## src/inc/bmsl_pkg.sv

```systemverilog
// Purpose: Shared constants and types for the boot mode select loader.
// Assumes: One 40 MHz core clock, synchronous active-high reset.
// Notes: Addresses are 14-bit device addresses.
package bmsl_pkg;
  typedef enum logic [2:0] {
    BMSL_SINGLE, BMSL_RAM_JUMP, BMSL_RAM_LOAD, BMSL_EP_VERIFY, BMSL_EP_PROGRAM
  } bmsl_mode_t;
  localparam int BMSL_AW = 14;
  localparam logic [13:0] BMSL_RAM_ENTRY = 14'h0081;
  localparam logic [13:0] BMSL_RAM_BASE = 14'h0080;
  localparam logic [13:0] BMSL_PV_SWI = 14'h0083;
  localparam logic [13:0] BMSL_PV_IRQ = 14'h0086;
  localparam logic [13:0] BMSL_PV_CTIMER = 14'h0089;
  localparam logic [13:0] BMSL_PV_I2C = 14'h008C;
  localparam logic [13:0] BMSL_PV_PTIMER = 14'h008F;
  localparam logic [13:0] BMSL_LDR_VEC_LO = 14'h3FE4;
  localparam logic [13:0] BMSL_LDR_VEC_HI = 14'h3FEF;
  localparam logic [13:0] BMSL_EP_FIRST = 14'h0000;
  localparam logic [13:0] BMSL_EP_LAST = 14'h3FFF;
  localparam logic [7:0] BMSL_MAX_IMAGE = 8'hFE;
  localparam logic [7:0] BMSL_JMP_OPCODE = 8'hCC;
  localparam int BMSL_CLK_HZ = 40000000;
  localparam int BMSL_BAUD = 9600;
  localparam int BMSL_BIT_CYC = BMSL_CLK_HZ / BMSL_BAUD;
  localparam int BMSL_HALF_CYC = BMSL_BIT_CYC / 2;
endpackage : bmsl_pkg

```

## src/verilog/bmsl_uart_rx.sv

```systemverilog
// Purpose: Serial byte receiver for the RAM download, 8N1, LSB first.
// Assumes: Line idles high; input synchronous to core_clk.
// Notes: Start bit is rechecked at mid-bit to reject glitches.
`timescale 1ns/1ps
module bmsl_uart_rx #(
  parameter int BIT_CYC = bmsl_pkg::BMSL_BIT_CYC
) (
  // Clock and reset
  input wire logic core_clk,
  input wire logic rst,
  // Line
  input wire logic rx_line,
  // Byte out
  output logic rx_valid,
  output logic [7:0] rx_data,
  output logic rx_frame_err
);
  import bmsl_pkg::*;
  typedef enum logic [1:0] {BMSL_RX_IDLE, BMSL_RX_START, BMSL_RX_DATA, BMSL_RX_STOP} bmsl_rx_t;
  bmsl_rx_t st_q;
  logic [15:0] cnt_q;
  logic [2:0] bit_q;
  logic [7:0] sh_q;

  // Bit timing and shift; samples are taken at the middle of each bit.
  always_ff @(posedge core_clk) begin
    if (rst) begin
      st_q <= BMSL_RX_IDLE;
      cnt_q <= 16'h0000;
      bit_q <= 3'h0;
      sh_q <= 8'h00;
      rx_valid <= 1'b0;
      rx_data <= 8'h00;
      rx_frame_err <= 1'b0;
    end else begin
      rx_valid <= 1'b0;
      case (st_q)
        BMSL_RX_IDLE: begin
          cnt_q <= 16'h0000;
          if (!rx_line) st_q <= BMSL_RX_START;
        end
        BMSL_RX_START: begin
          if (cnt_q == 16'(BIT_CYC / 2)) begin
            cnt_q <= 16'h0000;
            bit_q <= 3'h0;
            st_q <= rx_line ? BMSL_RX_IDLE : BMSL_RX_DATA;
          end else cnt_q <= cnt_q + 16'h0001;
        end
        BMSL_RX_DATA: begin
          if (cnt_q == 16'(BIT_CYC - 1)) begin
            cnt_q <= 16'h0000;
            sh_q <= {rx_line, sh_q[7:1]};
            bit_q <= bit_q + 3'h1;
            if (bit_q == 3'h7) st_q <= BMSL_RX_STOP;
          end else cnt_q <= cnt_q + 16'h0001;
        end
        BMSL_RX_STOP: begin
          if (cnt_q == 16'(BIT_CYC - 1)) begin
            st_q <= BMSL_RX_IDLE;
            rx_valid <= rx_line;
            rx_data <= sh_q;
            rx_frame_err <= !rx_line;
          end else cnt_q <= cnt_q + 16'h0001;
        end
        default: st_q <= BMSL_RX_IDLE;
      endcase
    end
  end
endmodule : bmsl_uart_rx

```

## src/verilog/bmsl_buf2.sv

```systemverilog
// Purpose: Two-entry valid/ready buffer in the download data path.
// Assumes: Single clock.
// Notes: in_ready drops only when both entries hold words.
`timescale 1ns/1ps
module bmsl_buf2 #(
  parameter int WIDTH = 8,
  parameter int DEPTH = 2
) (
  // Clock and reset
  input wire logic core_clk,
  input wire logic rst,
  // Fill side
  input wire logic in_valid,
  output logic in_ready,
  input wire logic [WIDTH-1:0] in_data,
  // Drain side
  output logic out_valid,
  input wire logic out_ready,
  output logic [WIDTH-1:0] out_data
);
  logic [WIDTH-1:0] mem_q [DEPTH];
  logic [$clog2(DEPTH)-1:0] wp_q, rp_q;
  logic [$clog2(DEPTH):0] cnt_q;
  logic push, pop;

  // Honest full and empty come straight from the occupancy count.
  assign in_ready = (cnt_q != ($clog2(DEPTH)+1)'(DEPTH));
  assign out_valid = (cnt_q != '0);
  assign out_data = mem_q[rp_q];
  assign push = in_valid && in_ready;
  assign pop = out_valid && out_ready;

  // Pointer and count update.
  always_ff @(posedge core_clk) begin
    if (rst) begin
      wp_q <= '0;
      rp_q <= '0;
      cnt_q <= '0;
    end else begin
      if (push) wp_q <= wp_q + 1'b1;
      if (pop) rp_q <= rp_q + 1'b1;
      cnt_q <= cnt_q + {{$clog2(DEPTH){1'b0}}, push} - {{$clog2(DEPTH){1'b0}}, pop};
    end
  end

  // Storage is written only; no reset needed on data.
  always_ff @(posedge core_clk) begin
    if (push) mem_q[wp_q] <= in_data;
  end
endmodule : bmsl_buf2

```

## src/verilog/bmsl_loader.sv

```systemverilog
// Purpose: Boot mode selection at reset release and the RAM and EPROM loaders.
// Assumes: Mode pins are presented as decoded levels synchronous to core_clk.
// Notes: The EPROM loader is a hardware sequencer standing in for the boot code.
// Functional notes
// - Mode is latched at reset release; normal-level mode pin gives single chip.
// - Bootloader needs high-voltage pin and guard pin; loader-kind high picks RAM loader.
// - RAM loader with action low jumps to RAM address 0081.
// - RAM loader with action high downloads serially, then starts at 0081.
// - Image including count byte is at most 254 bytes.
// - Serial format 9600 baud, 8 data, no parity, 1 start, 1 stop.
// - In RAM loader modes interrupts go to three-byte RAM pseudo-vectors.
// - Pseudo-vectors at 0083, 0086, 0089, 008C and 008F.
// - EPROM loader takes vectors from reserved ROM 3FE4 to 3FEF.
// - Device clocks and resets external 14-bit counter in lockstep.
// - Full programming pass, then full verify pass against external memory.
// - Loader-kind low: action low verifies only, high programs then verifies.
// - Program lamp during programming; verify lamp only if all bytes match.
// - In single chip, EPROM variant fetches all vectors from user EPROM; the code reads 3FE4 to 3FEC, the loader ROM slots.
`timescale 1ns/1ps
module bmsl_loader #(
  parameter int BIT_CYC = bmsl_pkg::BMSL_BIT_CYC,
  parameter logic [13:0] EP_LAST = bmsl_pkg::BMSL_EP_LAST
) (
  // Clock and reset
  input wire logic core_clk,
  input wire logic rst,
  // Mode straps
  input wire logic high_voltage_mode_pin,
  input wire logic mode_guard_pin,
  input wire logic loader_kind_pin,
  input wire logic loader_action_pin,
  // Serial download
  input wire logic serial_load_input,
  // RAM write port
  output logic ram_we,
  output logic [13:0] ram_addr,
  output logic [7:0] ram_wdata,
  // Core start
  output logic core_start,
  output logic [13:0] core_pc,
  output bmsl_pkg::bmsl_mode_t mode,
  // Interrupt vector redirection
  input wire logic [2:0] irq_src,
  output logic [13:0] vec_addr,
  output logic vec_in_ram,
  // External counter
  output logic ext_cnt_clk,
  output logic ext_cnt_rst,
  input wire logic [7:0] ext_data,
  // On-chip EPROM
  output logic ep_we,
  output logic [13:0] ep_addr,
  output logic [7:0] ep_wdata,
  input wire logic [7:0] ep_rdata,
  // Lamps
  output logic programming_lamp,
  output logic verify_lamp,
  output logic load_error
);
  import bmsl_pkg::*;
  typedef enum logic [3:0] {
    BMSL_S_SEL, BMSL_S_RUN, BMSL_S_DL, BMSL_S_XRST, BMSL_S_PROGRAMMING_LAMP, BMSL_S_VRST,
    BMSL_S_VER, BMSL_S_DONE
  } bmsl_state_t;

  bmsl_state_t st_q;
  logic sel_q;
  logic [13:0] addr_q;
  logic [7:0] left_q;
  logic first_q;
  logic ok_q;
  logic ph_q;
  // Counter clock phase; its high half marks the address step.
  logic cclk_q;
  logic ph_programming_lamp_adv;
  logic [2:0] src_idx;
  logic rx_v, rx_err, b_v, b_r;
  logic [7:0] rx_d, b_d;

  // Receiver and two-entry buffer; the buffer absorbs a word while RAM is busy.
  bmsl_uart_rx #(.BIT_CYC(BIT_CYC)) u_rx (
    .core_clk(core_clk),
    .rst(rst),
    .rx_line(serial_load_input),
    .rx_valid(rx_v),
    .rx_data(rx_d),
    .rx_frame_err(rx_err)
  );
  bmsl_buf2 #(.WIDTH(8), .DEPTH(2)) u_buf (
    .core_clk(core_clk),
    .rst(rst),
    .in_valid(rx_v && st_q == BMSL_S_DL),
    .in_ready(),
    .in_data(rx_d),
    .out_valid(b_v),
    .out_ready(b_r),
    .out_data(b_d)
  );
  // Drain one word each other cycle so the RAM write slot alternates.
  assign b_r = (st_q == BMSL_S_DL) && !ph_q;

  // Mode is taken in the first cycle after reset release, never under reset.
  always_ff @(posedge core_clk) begin
    if (rst) begin
      sel_q <= 1'b0;
      mode <= BMSL_SINGLE;
    end else if (!sel_q) begin
      sel_q <= 1'b1;
      if (!high_voltage_mode_pin || !mode_guard_pin) mode <= BMSL_SINGLE;
      else if (loader_kind_pin) mode <= loader_action_pin ? BMSL_RAM_LOAD : BMSL_RAM_JUMP;
      else mode <= loader_action_pin ? BMSL_EP_PROGRAM : BMSL_EP_VERIFY;
    end
  end

  // Write-slot phase toggle for the download path.
  always_ff @(posedge core_clk) begin
    if (rst) ph_q <= 1'b0;
    else ph_q <= (st_q == BMSL_S_DL) ? !ph_q : 1'b0;
  end

  // Main sequencer for both loaders.
  always_ff @(posedge core_clk) begin
    if (rst) begin
      st_q <= BMSL_S_SEL;
      addr_q <= 14'h0000;
      left_q <= 8'h00;
      first_q <= 1'b1;
      ok_q <= 1'b1;
      core_start <= 1'b0;
      core_pc <= 14'h0000;
      load_error <= 1'b0;
    end else begin
      core_start <= 1'b0;
      case (st_q)
        BMSL_S_SEL: begin
          if (sel_q) begin
            case (mode)
              BMSL_RAM_JUMP: begin
                core_pc <= BMSL_RAM_ENTRY;
                core_start <= 1'b1;
                st_q <= BMSL_S_RUN;
              end
              BMSL_RAM_LOAD: begin
                addr_q <= BMSL_RAM_BASE;
                first_q <= 1'b1;
                st_q <= BMSL_S_DL;
              end
              BMSL_EP_PROGRAM: st_q <= BMSL_S_XRST;
              BMSL_EP_VERIFY: st_q <= BMSL_S_VRST;
              default: begin
                core_pc <= BMSL_EP_FIRST;
                core_start <= 1'b1;
                st_q <= BMSL_S_RUN;
              end
            endcase
          end
        end
        BMSL_S_DL: begin
          if (rx_err) load_error <= 1'b1;
          if (b_v && b_r) begin
            addr_q <= addr_q + 14'h0001;
            if (first_q) begin
              first_q <= 1'b0;
              // The count includes itself, so count - 1 words follow it.
              left_q <= b_d - 8'h01;
              // A refused count halts here, so nothing lands past the image limit.
              if (b_d > BMSL_MAX_IMAGE || b_d == 8'h00) begin
                load_error <= 1'b1;
                st_q <= BMSL_S_DONE;
              end else if (b_d == 8'h01) begin
                core_pc <= BMSL_RAM_ENTRY;
                core_start <= 1'b1;
                st_q <= BMSL_S_RUN;
              end
            end else begin
              left_q <= left_q - 8'h01;
              if (left_q == 8'h01) begin
                core_pc <= BMSL_RAM_ENTRY;
                core_start <= 1'b1;
                st_q <= BMSL_S_RUN;
              end
            end
          end
        end
        BMSL_S_XRST: begin
          addr_q <= BMSL_EP_FIRST;
          st_q <= BMSL_S_PROGRAMMING_LAMP;
        end
        BMSL_S_PROGRAMMING_LAMP: begin
          if (ph_programming_lamp_adv) begin
            if (addr_q == EP_LAST) st_q <= BMSL_S_VRST;
            addr_q <= addr_q + 14'h0001;
          end
        end
        BMSL_S_VRST: begin
          addr_q <= BMSL_EP_FIRST;
          ok_q <= 1'b1;
          st_q <= BMSL_S_VER;
        end
        BMSL_S_VER: begin
          if (ph_programming_lamp_adv) begin
            if (ep_rdata != ext_data) ok_q <= 1'b0;
            if (addr_q == EP_LAST) st_q <= BMSL_S_DONE;
            addr_q <= addr_q + 14'h0001;
          end
        end
        BMSL_S_DONE: st_q <= BMSL_S_DONE;
        BMSL_S_RUN: st_q <= BMSL_S_RUN;
        default: st_q <= BMSL_S_SEL;
      endcase
    end
  end

  // External counter clock: two-cycle step, rising edge in the second half.
  assign ph_programming_lamp_adv = cclk_q;
  always_ff @(posedge core_clk) begin
    if (rst) cclk_q <= 1'b0;
    else if (st_q == BMSL_S_PROGRAMMING_LAMP || st_q == BMSL_S_VER) cclk_q <= !cclk_q;
    else cclk_q <= 1'b0;
  end

  // Counter pins and lamps follow the sequencer; both addresses step together.
  always_ff @(posedge core_clk) begin
    if (rst) begin
      ext_cnt_clk <= 1'b0;
      ext_cnt_rst <= 1'b1;
      programming_lamp <= 1'b0;
      verify_lamp <= 1'b0;
    end else begin
      ext_cnt_clk <= cclk_q;
      ext_cnt_rst <= (st_q == BMSL_S_XRST || st_q == BMSL_S_VRST || st_q == BMSL_S_SEL);
      programming_lamp <= (st_q == BMSL_S_PROGRAMMING_LAMP);
      // DONE is also the halt after a refused download; only the EPROM loader lights it.
      verify_lamp <= (st_q == BMSL_S_DONE) && ok_q
        && (mode == BMSL_EP_PROGRAM || mode == BMSL_EP_VERIFY);
    end
  end

  // Write ports are registered so data pins come from flip-flops.
  always_ff @(posedge core_clk) begin
    if (rst) begin
      ram_we <= 1'b0;
      ram_addr <= 14'h0000;
      ram_wdata <= 8'h00;
      ep_we <= 1'b0;
      ep_wdata <= 8'h00;
    end else begin
      ram_we <= b_v && b_r;
      ram_addr <= addr_q;
      ram_wdata <= b_d;
      ep_we <= (st_q == BMSL_S_PROGRAMMING_LAMP) && !cclk_q;
      ep_wdata <= ext_data;
    end
  end
  assign ep_addr = addr_q;

  // Unused source codes fold onto the last slot, so no vector leaves its table.
  assign src_idx = (irq_src > 3'h4) ? 3'h4 : irq_src;

  // Vector redirection; single chip takes vectors from 3FE4 up, the same slots as the EPROM loader.
  always_ff @(posedge core_clk) begin
    if (rst) begin
      vec_addr <= 14'h0000;
      vec_in_ram <= 1'b0;
    end else begin
      vec_in_ram <= (mode != BMSL_SINGLE);
      if (mode == BMSL_RAM_JUMP || mode == BMSL_RAM_LOAD) begin
        case (irq_src)
          3'h0: vec_addr <= BMSL_PV_SWI;
          3'h1: vec_addr <= BMSL_PV_IRQ;
          3'h2: vec_addr <= BMSL_PV_CTIMER;
          3'h3: vec_addr <= BMSL_PV_I2C;
          default: vec_addr <= BMSL_PV_PTIMER;
        endcase
      end else if (mode != BMSL_SINGLE) begin
        vec_addr <= BMSL_LDR_VEC_LO + {10'h000, src_idx, 1'b0};
      end else begin
        vec_addr <= BMSL_EP_LAST - 14'h001B + {10'h000, src_idx, 1'b0};
      end
    end
  end

  // Assertions. Most watch the pins that the far side sees, so a failure points
  // at a visible misbehaviour; a few also read sel_q, ok_q, st_q or addr_q.
  a_ram_jump_pc: assert property (@(posedge core_clk) disable iff (rst)
    core_start && mode == BMSL_RAM_JUMP |-> core_pc == 14'h0081)
    else $error("RAM jump did not start at 0081");
  a_single_mode: assert property (@(posedge core_clk) disable iff (rst)
    $rose(sel_q) && !$past(high_voltage_mode_pin) |-> mode == BMSL_SINGLE)
    else $error("Single chip not chosen");
  a_lamps_excl: assert property (@(posedge core_clk) disable iff (rst)
    !(programming_lamp && verify_lamp))
    else $error("Both lamps lit");
  a_verify_fail: assert property (@(posedge core_clk) disable iff (rst)
    !ok_q |-> !verify_lamp)
    else $error("Verify lamp lit after mismatch");
  a_pv_slot: assert property (@(posedge core_clk) disable iff (rst)
    (mode == BMSL_RAM_LOAD && irq_src == 3'h3) |=> vec_addr == 14'h008C)
    else $error("I2C pseudo-vector wrong");
  a_ldr_vec: assert property (@(posedge core_clk) disable iff (rst)
    (mode == BMSL_EP_VERIFY) |=> vec_addr >= 14'h3FE4 && vec_addr <= 14'h3FEF)
    else $error("Loader vector outside reserved ROM");
  a_lockstep: assert property (@(posedge core_clk) disable iff (rst)
    $rose(ext_cnt_clk) |-> addr_q == $past(addr_q) + 14'h0001)
    else $error("Counter clock out of step with address");
  a_load_start: assert property (@(posedge core_clk) disable iff (rst)
    core_start && mode == BMSL_RAM_LOAD
      |-> core_pc == 14'h0081 && $past(st_q == BMSL_S_DL))
    else $error("Download start wrong");
  a_guard_single: assert property (@(posedge core_clk) disable iff (rst)
    $rose(sel_q) && !$past(mode_guard_pin) |-> mode == BMSL_SINGLE)
    else $error("Bootloader entered without guard pin");
  a_image_limit: assert property (@(posedge core_clk) disable iff (rst)
    ram_we |-> ram_addr < BMSL_RAM_BASE + 14'(BMSL_MAX_IMAGE))
    else $error("Download wrote past the image limit");
  a_dl_quiet: assert property (@(posedge core_clk) disable iff (rst)
    $past(st_q == BMSL_S_RUN) |-> !ram_we)
    else $error("RAM written after the last counted byte");
  a_start_pulse: assert property (@(posedge core_clk) disable iff (rst)
    core_start |=> !core_start)
    else $error("Core start held longer than one cycle");
  a_vec_ram_flag: assert property (@(posedge core_clk) disable iff (rst)
    mode == BMSL_RAM_JUMP |=> vec_in_ram)
    else $error("RAM loader vectors not redirected");
  a_cnt_rst_low: assert property (@(posedge core_clk) disable iff (rst)
    ep_we |-> !ext_cnt_rst)
    else $error("Programming while the counter is held in reset");
  a_programming_lamp_lamp_mode: assert property (@(posedge core_clk) disable iff (rst)
    programming_lamp |-> mode == BMSL_EP_PROGRAM)
    else $error("Programming lamp lit outside program mode");
  a_we_lamp: assert property (@(posedge core_clk) disable iff (rst)
    ep_we |-> programming_lamp)
    else $error("EPROM written with the programming lamp dark");
  a_programming_lamp_first: assert property (@(posedge core_clk) disable iff (rst)
    mode == BMSL_EP_VERIFY |-> !ep_we)
    else $error("Program write in verify-only mode");
  c_jump: cover property (@(posedge core_clk) core_start && mode == BMSL_RAM_JUMP);
  c_load: cover property (@(posedge core_clk) core_start && mode == BMSL_RAM_LOAD);
  c_verok: cover property (@(posedge core_clk) verify_lamp);
  c_verbad: cover property (@(posedge core_clk) st_q == BMSL_S_DONE && !ok_q);
  c_refused: cover property (@(posedge core_clk) load_error);
endmodule : bmsl_loader

```

## config.mk

```make
export PLATFORM = sky130hd
export DESIGN_NAME = bmsl_loader
export DESIGN_NICKNAME = d
export VERILOG_FILES = /design/src/inc/bmsl_pkg.sv /design/src/verilog/bmsl_uart_rx.sv /design/src/verilog/bmsl_buf2.sv /design/src/verilog/bmsl_loader.sv
export SDC_FILE = /design/constraint.sdc
export NUM_CORES = 1
export LEC_CHECK = 0
export ABC_AREA = 0
export BUFFER_PORTS_ARGS = -buffer_cell sky130_fd_sc_hd__buf_2
export CORE_ASPECT_RATIO = 1.5
export CORE_UTILIZATION = 40
export DETAILED_ROUTE_END_ITERATION = 7
export PLACE_DENSITY = 0.72
export SLEW_MARGIN = 10
export SYNTH_ARGS = -nofsm -noshare
export SYNTH_HDL_FRONTEND = slang
export SYNTH_SLANG_ARGS = --single-unit
export TNS_END_PERCENT = 5
```

## constraint.sdc

```tcl
create_clock -name core_clk -period 2.9 [get_ports core_clk]
set_clock_uncertainty 0.05 [all_clocks]
set_input_delay 0.145 -clock core_clk [delete_from_list [all_inputs] [get_ports core_clk]]
set_output_delay 0.145 -clock core_clk [all_outputs]
set_load 0.02 [all_outputs]
```

==> run summary <==
Slew margin rel. - 53.0%
RSZ-0062 raised after global routing - no
Setup Crit Path Kind - reg2reg
Ys async rst share - 0%
Post-Synthesis Cell Area - 0.00612 mm²
HPWL after detailed placement - 8950 µm
Pwr per Cell Area - 649 mW/mm²
Core area - 0.0150 mm²
Cts repair resizes - 0
Global route total overflow - 0
Fmax - 415 MHz
Number of iterations in the first detailed-routing pass - 4
Postcts setup bufs - 0
Die Ht - 153 µm
ANT cells - 0
Initial detailed-routing violation count - 220
Syn_area_per_cell - 9.34 µm²
Min-delay worst type - in2reg
Most frequent cells in the layout - dfxtp_1 (124), buf_2 (97), nor2_1 (86), nand2_1 (50), a21oi_1 (39)
Vias - 4764
Sequential area share after synthesis - 48.4%
Area added between synthesis and finish - 20.3%
CTS tree - yes
Initial antenna violation count - 0
Layout Nets - 799
H-tree depth - 4
Die span in x - 103 µm
GRT Overall Usage - 16.8%
Setup crit start kind - flop
Setup violators final - 0
Ys Warns - 0
Fraction of layout cells with a size suffix above 1 - 20.5%
Crit share post-route - 83.2%
Post-DRT Antenna Nets - 0
Die ar. - 0.0158 mm²
Cts hold-fix bufs - 12
DRC viols - 0
FILL cells - 1427
Setup crit end kind - flop
Max-cap violations - 0
Area share of and/or/nand/nor cells after synthesis - 22.6%
Minimum clock period - 2.41 ns
Placed cells - 922
Initial Utilization - 40.8%
Critical path, cell by cell - mux2i_1 -> inv_1 -> ha_1 -> or4_4 -> a21oi_2 -> or2_4 -> o211ai_4 -> a221oi_2
Main synth FF type - dfxtp_1
Inserted Clock Buffers - 17
DR WL/cell - 13.2 µm
Most common cell after layout, fill and taps aside - dfxtp_1
Post-synth EDFFs - 16
Data required, critical path - 3.17 ns
# IOs - 110
CP Max Fanout - 5
Cells after Synth - 655
WL final - 12700 µm
Synth Area in Adders - 3.89%
# rows - 55
Post-synthesis xor/xnor area fraction - 6.01%
Port buffer count - 97
Slowest stage cell, crit path - or4_4
Vias/cell - 4.93
Vias in the first global route - 4419
Post-Layout Cell Count - 966
CTS Buffer Depth - 2
LEAKAGE - 0.00294 µW
Clock latency on the worst-skew pair - 0.41 ns
Fin. Hold Viols - 0
Setup TNS - 0 ns
Clk Tree Root Cell - clkbuf_16
Compound-Gate Fraction of Synth Area - 9.90%
Status - completed
Max Slew Vio Count - 0
Library cells used by synthesis - 66
Critical path arrival - 2.68 ns
Worst-path clk slew - 0.06 ns
Post-synthesis mux area share - 3.13%
Largest stage delay, worst path - 0.53 ns
Peak supply drop - 0.386 mV
Clk sinks - 140
Post-synthesis register bit count - 140
Pin count of the biggest net entering global routing - 51
Largest family of logic cells by synthesized area - simple AND/OR/NAND/NOR gates
Gpl congestion - 0.818
Worst-Margin Slew - 0.700 ns
Global-route wire length before repair - 20800 µm
Yosys cell counts, types with 5 or more instances:
cell	number	share of area (%)
nor2_1	86	5.3
xnor2_1	28	4.0
nor2b_1	29	3.0
and3_1	11	1.1
inv_1	21	1.3
o21ai_0	10	0.82
clkbuf_1	18	1.1
a21oi_1	39	3.2
nand4_1	10	1.0
buf_4	20	2.5
buf_2	6	0.49
a211oi_1	9	1.1
nor4_1	9	0.92
mux2i_1	15	2.5
nand2_1	50	3.1
nand3_1	21	1.7
ha_1	19	3.9
xor2_1	14	2.0
dfxtp_1	124	41
nor3_1	21	1.7
or3_1	5	0.51
edfxtp_1	16	7.9
flip-flops by register name (all words and copies together), names as in the netlist, 8 cells and up, named ones only:
register / flops
u_buf.mem_q: 16
left_q: 8
ep_wdata: 8
ep_addr: 14
ram_wdata: 8
u_rx.rx_data: 8
u_rx.cnt_q: 16
ram_addr: 14
u_rx.sh_q: 8
worst max-delay path, delay by kind of cell, from the launching register on:
| family | cells | cell delay [ns] |
|---|---|---|
| AND/OR/NAND/NOR | 2 | 0.69 |
| AO/OA/AOI/OAI | 3 | 0.53 |
| flip-flops | 1 | 0.38 |
| multiplexers | 1 | 0.38 |
| adder cells (fa/ha/maj) | 1 | 0.20 |
| buffers and inverters | 1 | 0.10 |
through the flow:
| step | hold slack (ns) | utilization [%] | cell area [µm²] | setup slack [ns] | total power [µW] |
|---|---|---|---|---|---|
| finish | 0.0174 | 49.0 | 7360 | 0.488 | 4770 |
| global placement | 0.334 | 44.5 | 6670 | 0.565 | 2750 |
| detailed placement | 0.340 | 44.5 | 6670 | 0.530 | 2750 |
| floorplan | 0.191 | - | 6160 | 0.513 | 2600 |
| global route | 0.00600 | 49.0 | 7360 | 0.383 | 4980 |
| CTS | 0.00326 | 49.0 | 7360 | 0.476 | 4810 |
power breakdown:
| group | internal, µW | total [µW] | switching (µW) |
|---|---|---|---|
| clock | 1190 | 2040 | 849 |
| combinational | 242 | 628 | 386 |
| sequential | 2020 | 2100 | 79.2 |
final cells by class:
type                    instances  area, µm²  share of cell area, %
clock buffers                  17        425                   5.78
clock inverters                15        138                   1.87
inverters                      23       86.3                   1.17
multi-input cells             455       2830                   38.5
flip-flops and latches        140       2960                   40.3
well taps                     199        249                   3.38
repair buffers                117        666                   9.05
worst paths after layout:
check	end	from	slack, ns	cells after the start
hold reg to reg	ph_q$_SDFF_PP0_	ph_q$_SDFF_PP0_	0.36	1
hold / removal	vec_addr[3]$_SDFF_PP0_	irq_src[1]	0.02	3
setup / recovery	st_q[2]$_SDFFE_PP0P_	flop	0.49	8
setup reg to reg	st_q[2]$_SDFFE_PP0P_	flop	0.49	8
cell families (layout without fill, tap and decap cells):
kind of cell	Yosys count	after routing
muxes	18	18
buffers and inverters	71	172
and+or+nand+nor	272	272
xor gates and xnor gates	42	42
AOI/OAI and AO/OA	92	92
DFF	140	140
other	1	12
adders and majority gates	19	19
metal layers:
| metal | GRT usage [%] | up-vias | wire, µm | part of all wire [%] |
|---|---|---|---|---|
| met3 | 3.06 | 19 | 386 | 3.0 |
| met1 | 19.0 | 2222 | 5250 | 41 |
| met4 | 7.71 | 0 | 259 | 2.0 |
| met2 | 29.9 | 109 | 6830 | 54 |
| met5 | 0 | - | 0 | 0 |
| li1 | - | 2414 | - | - |
Power figures use the tool's default switching activity.
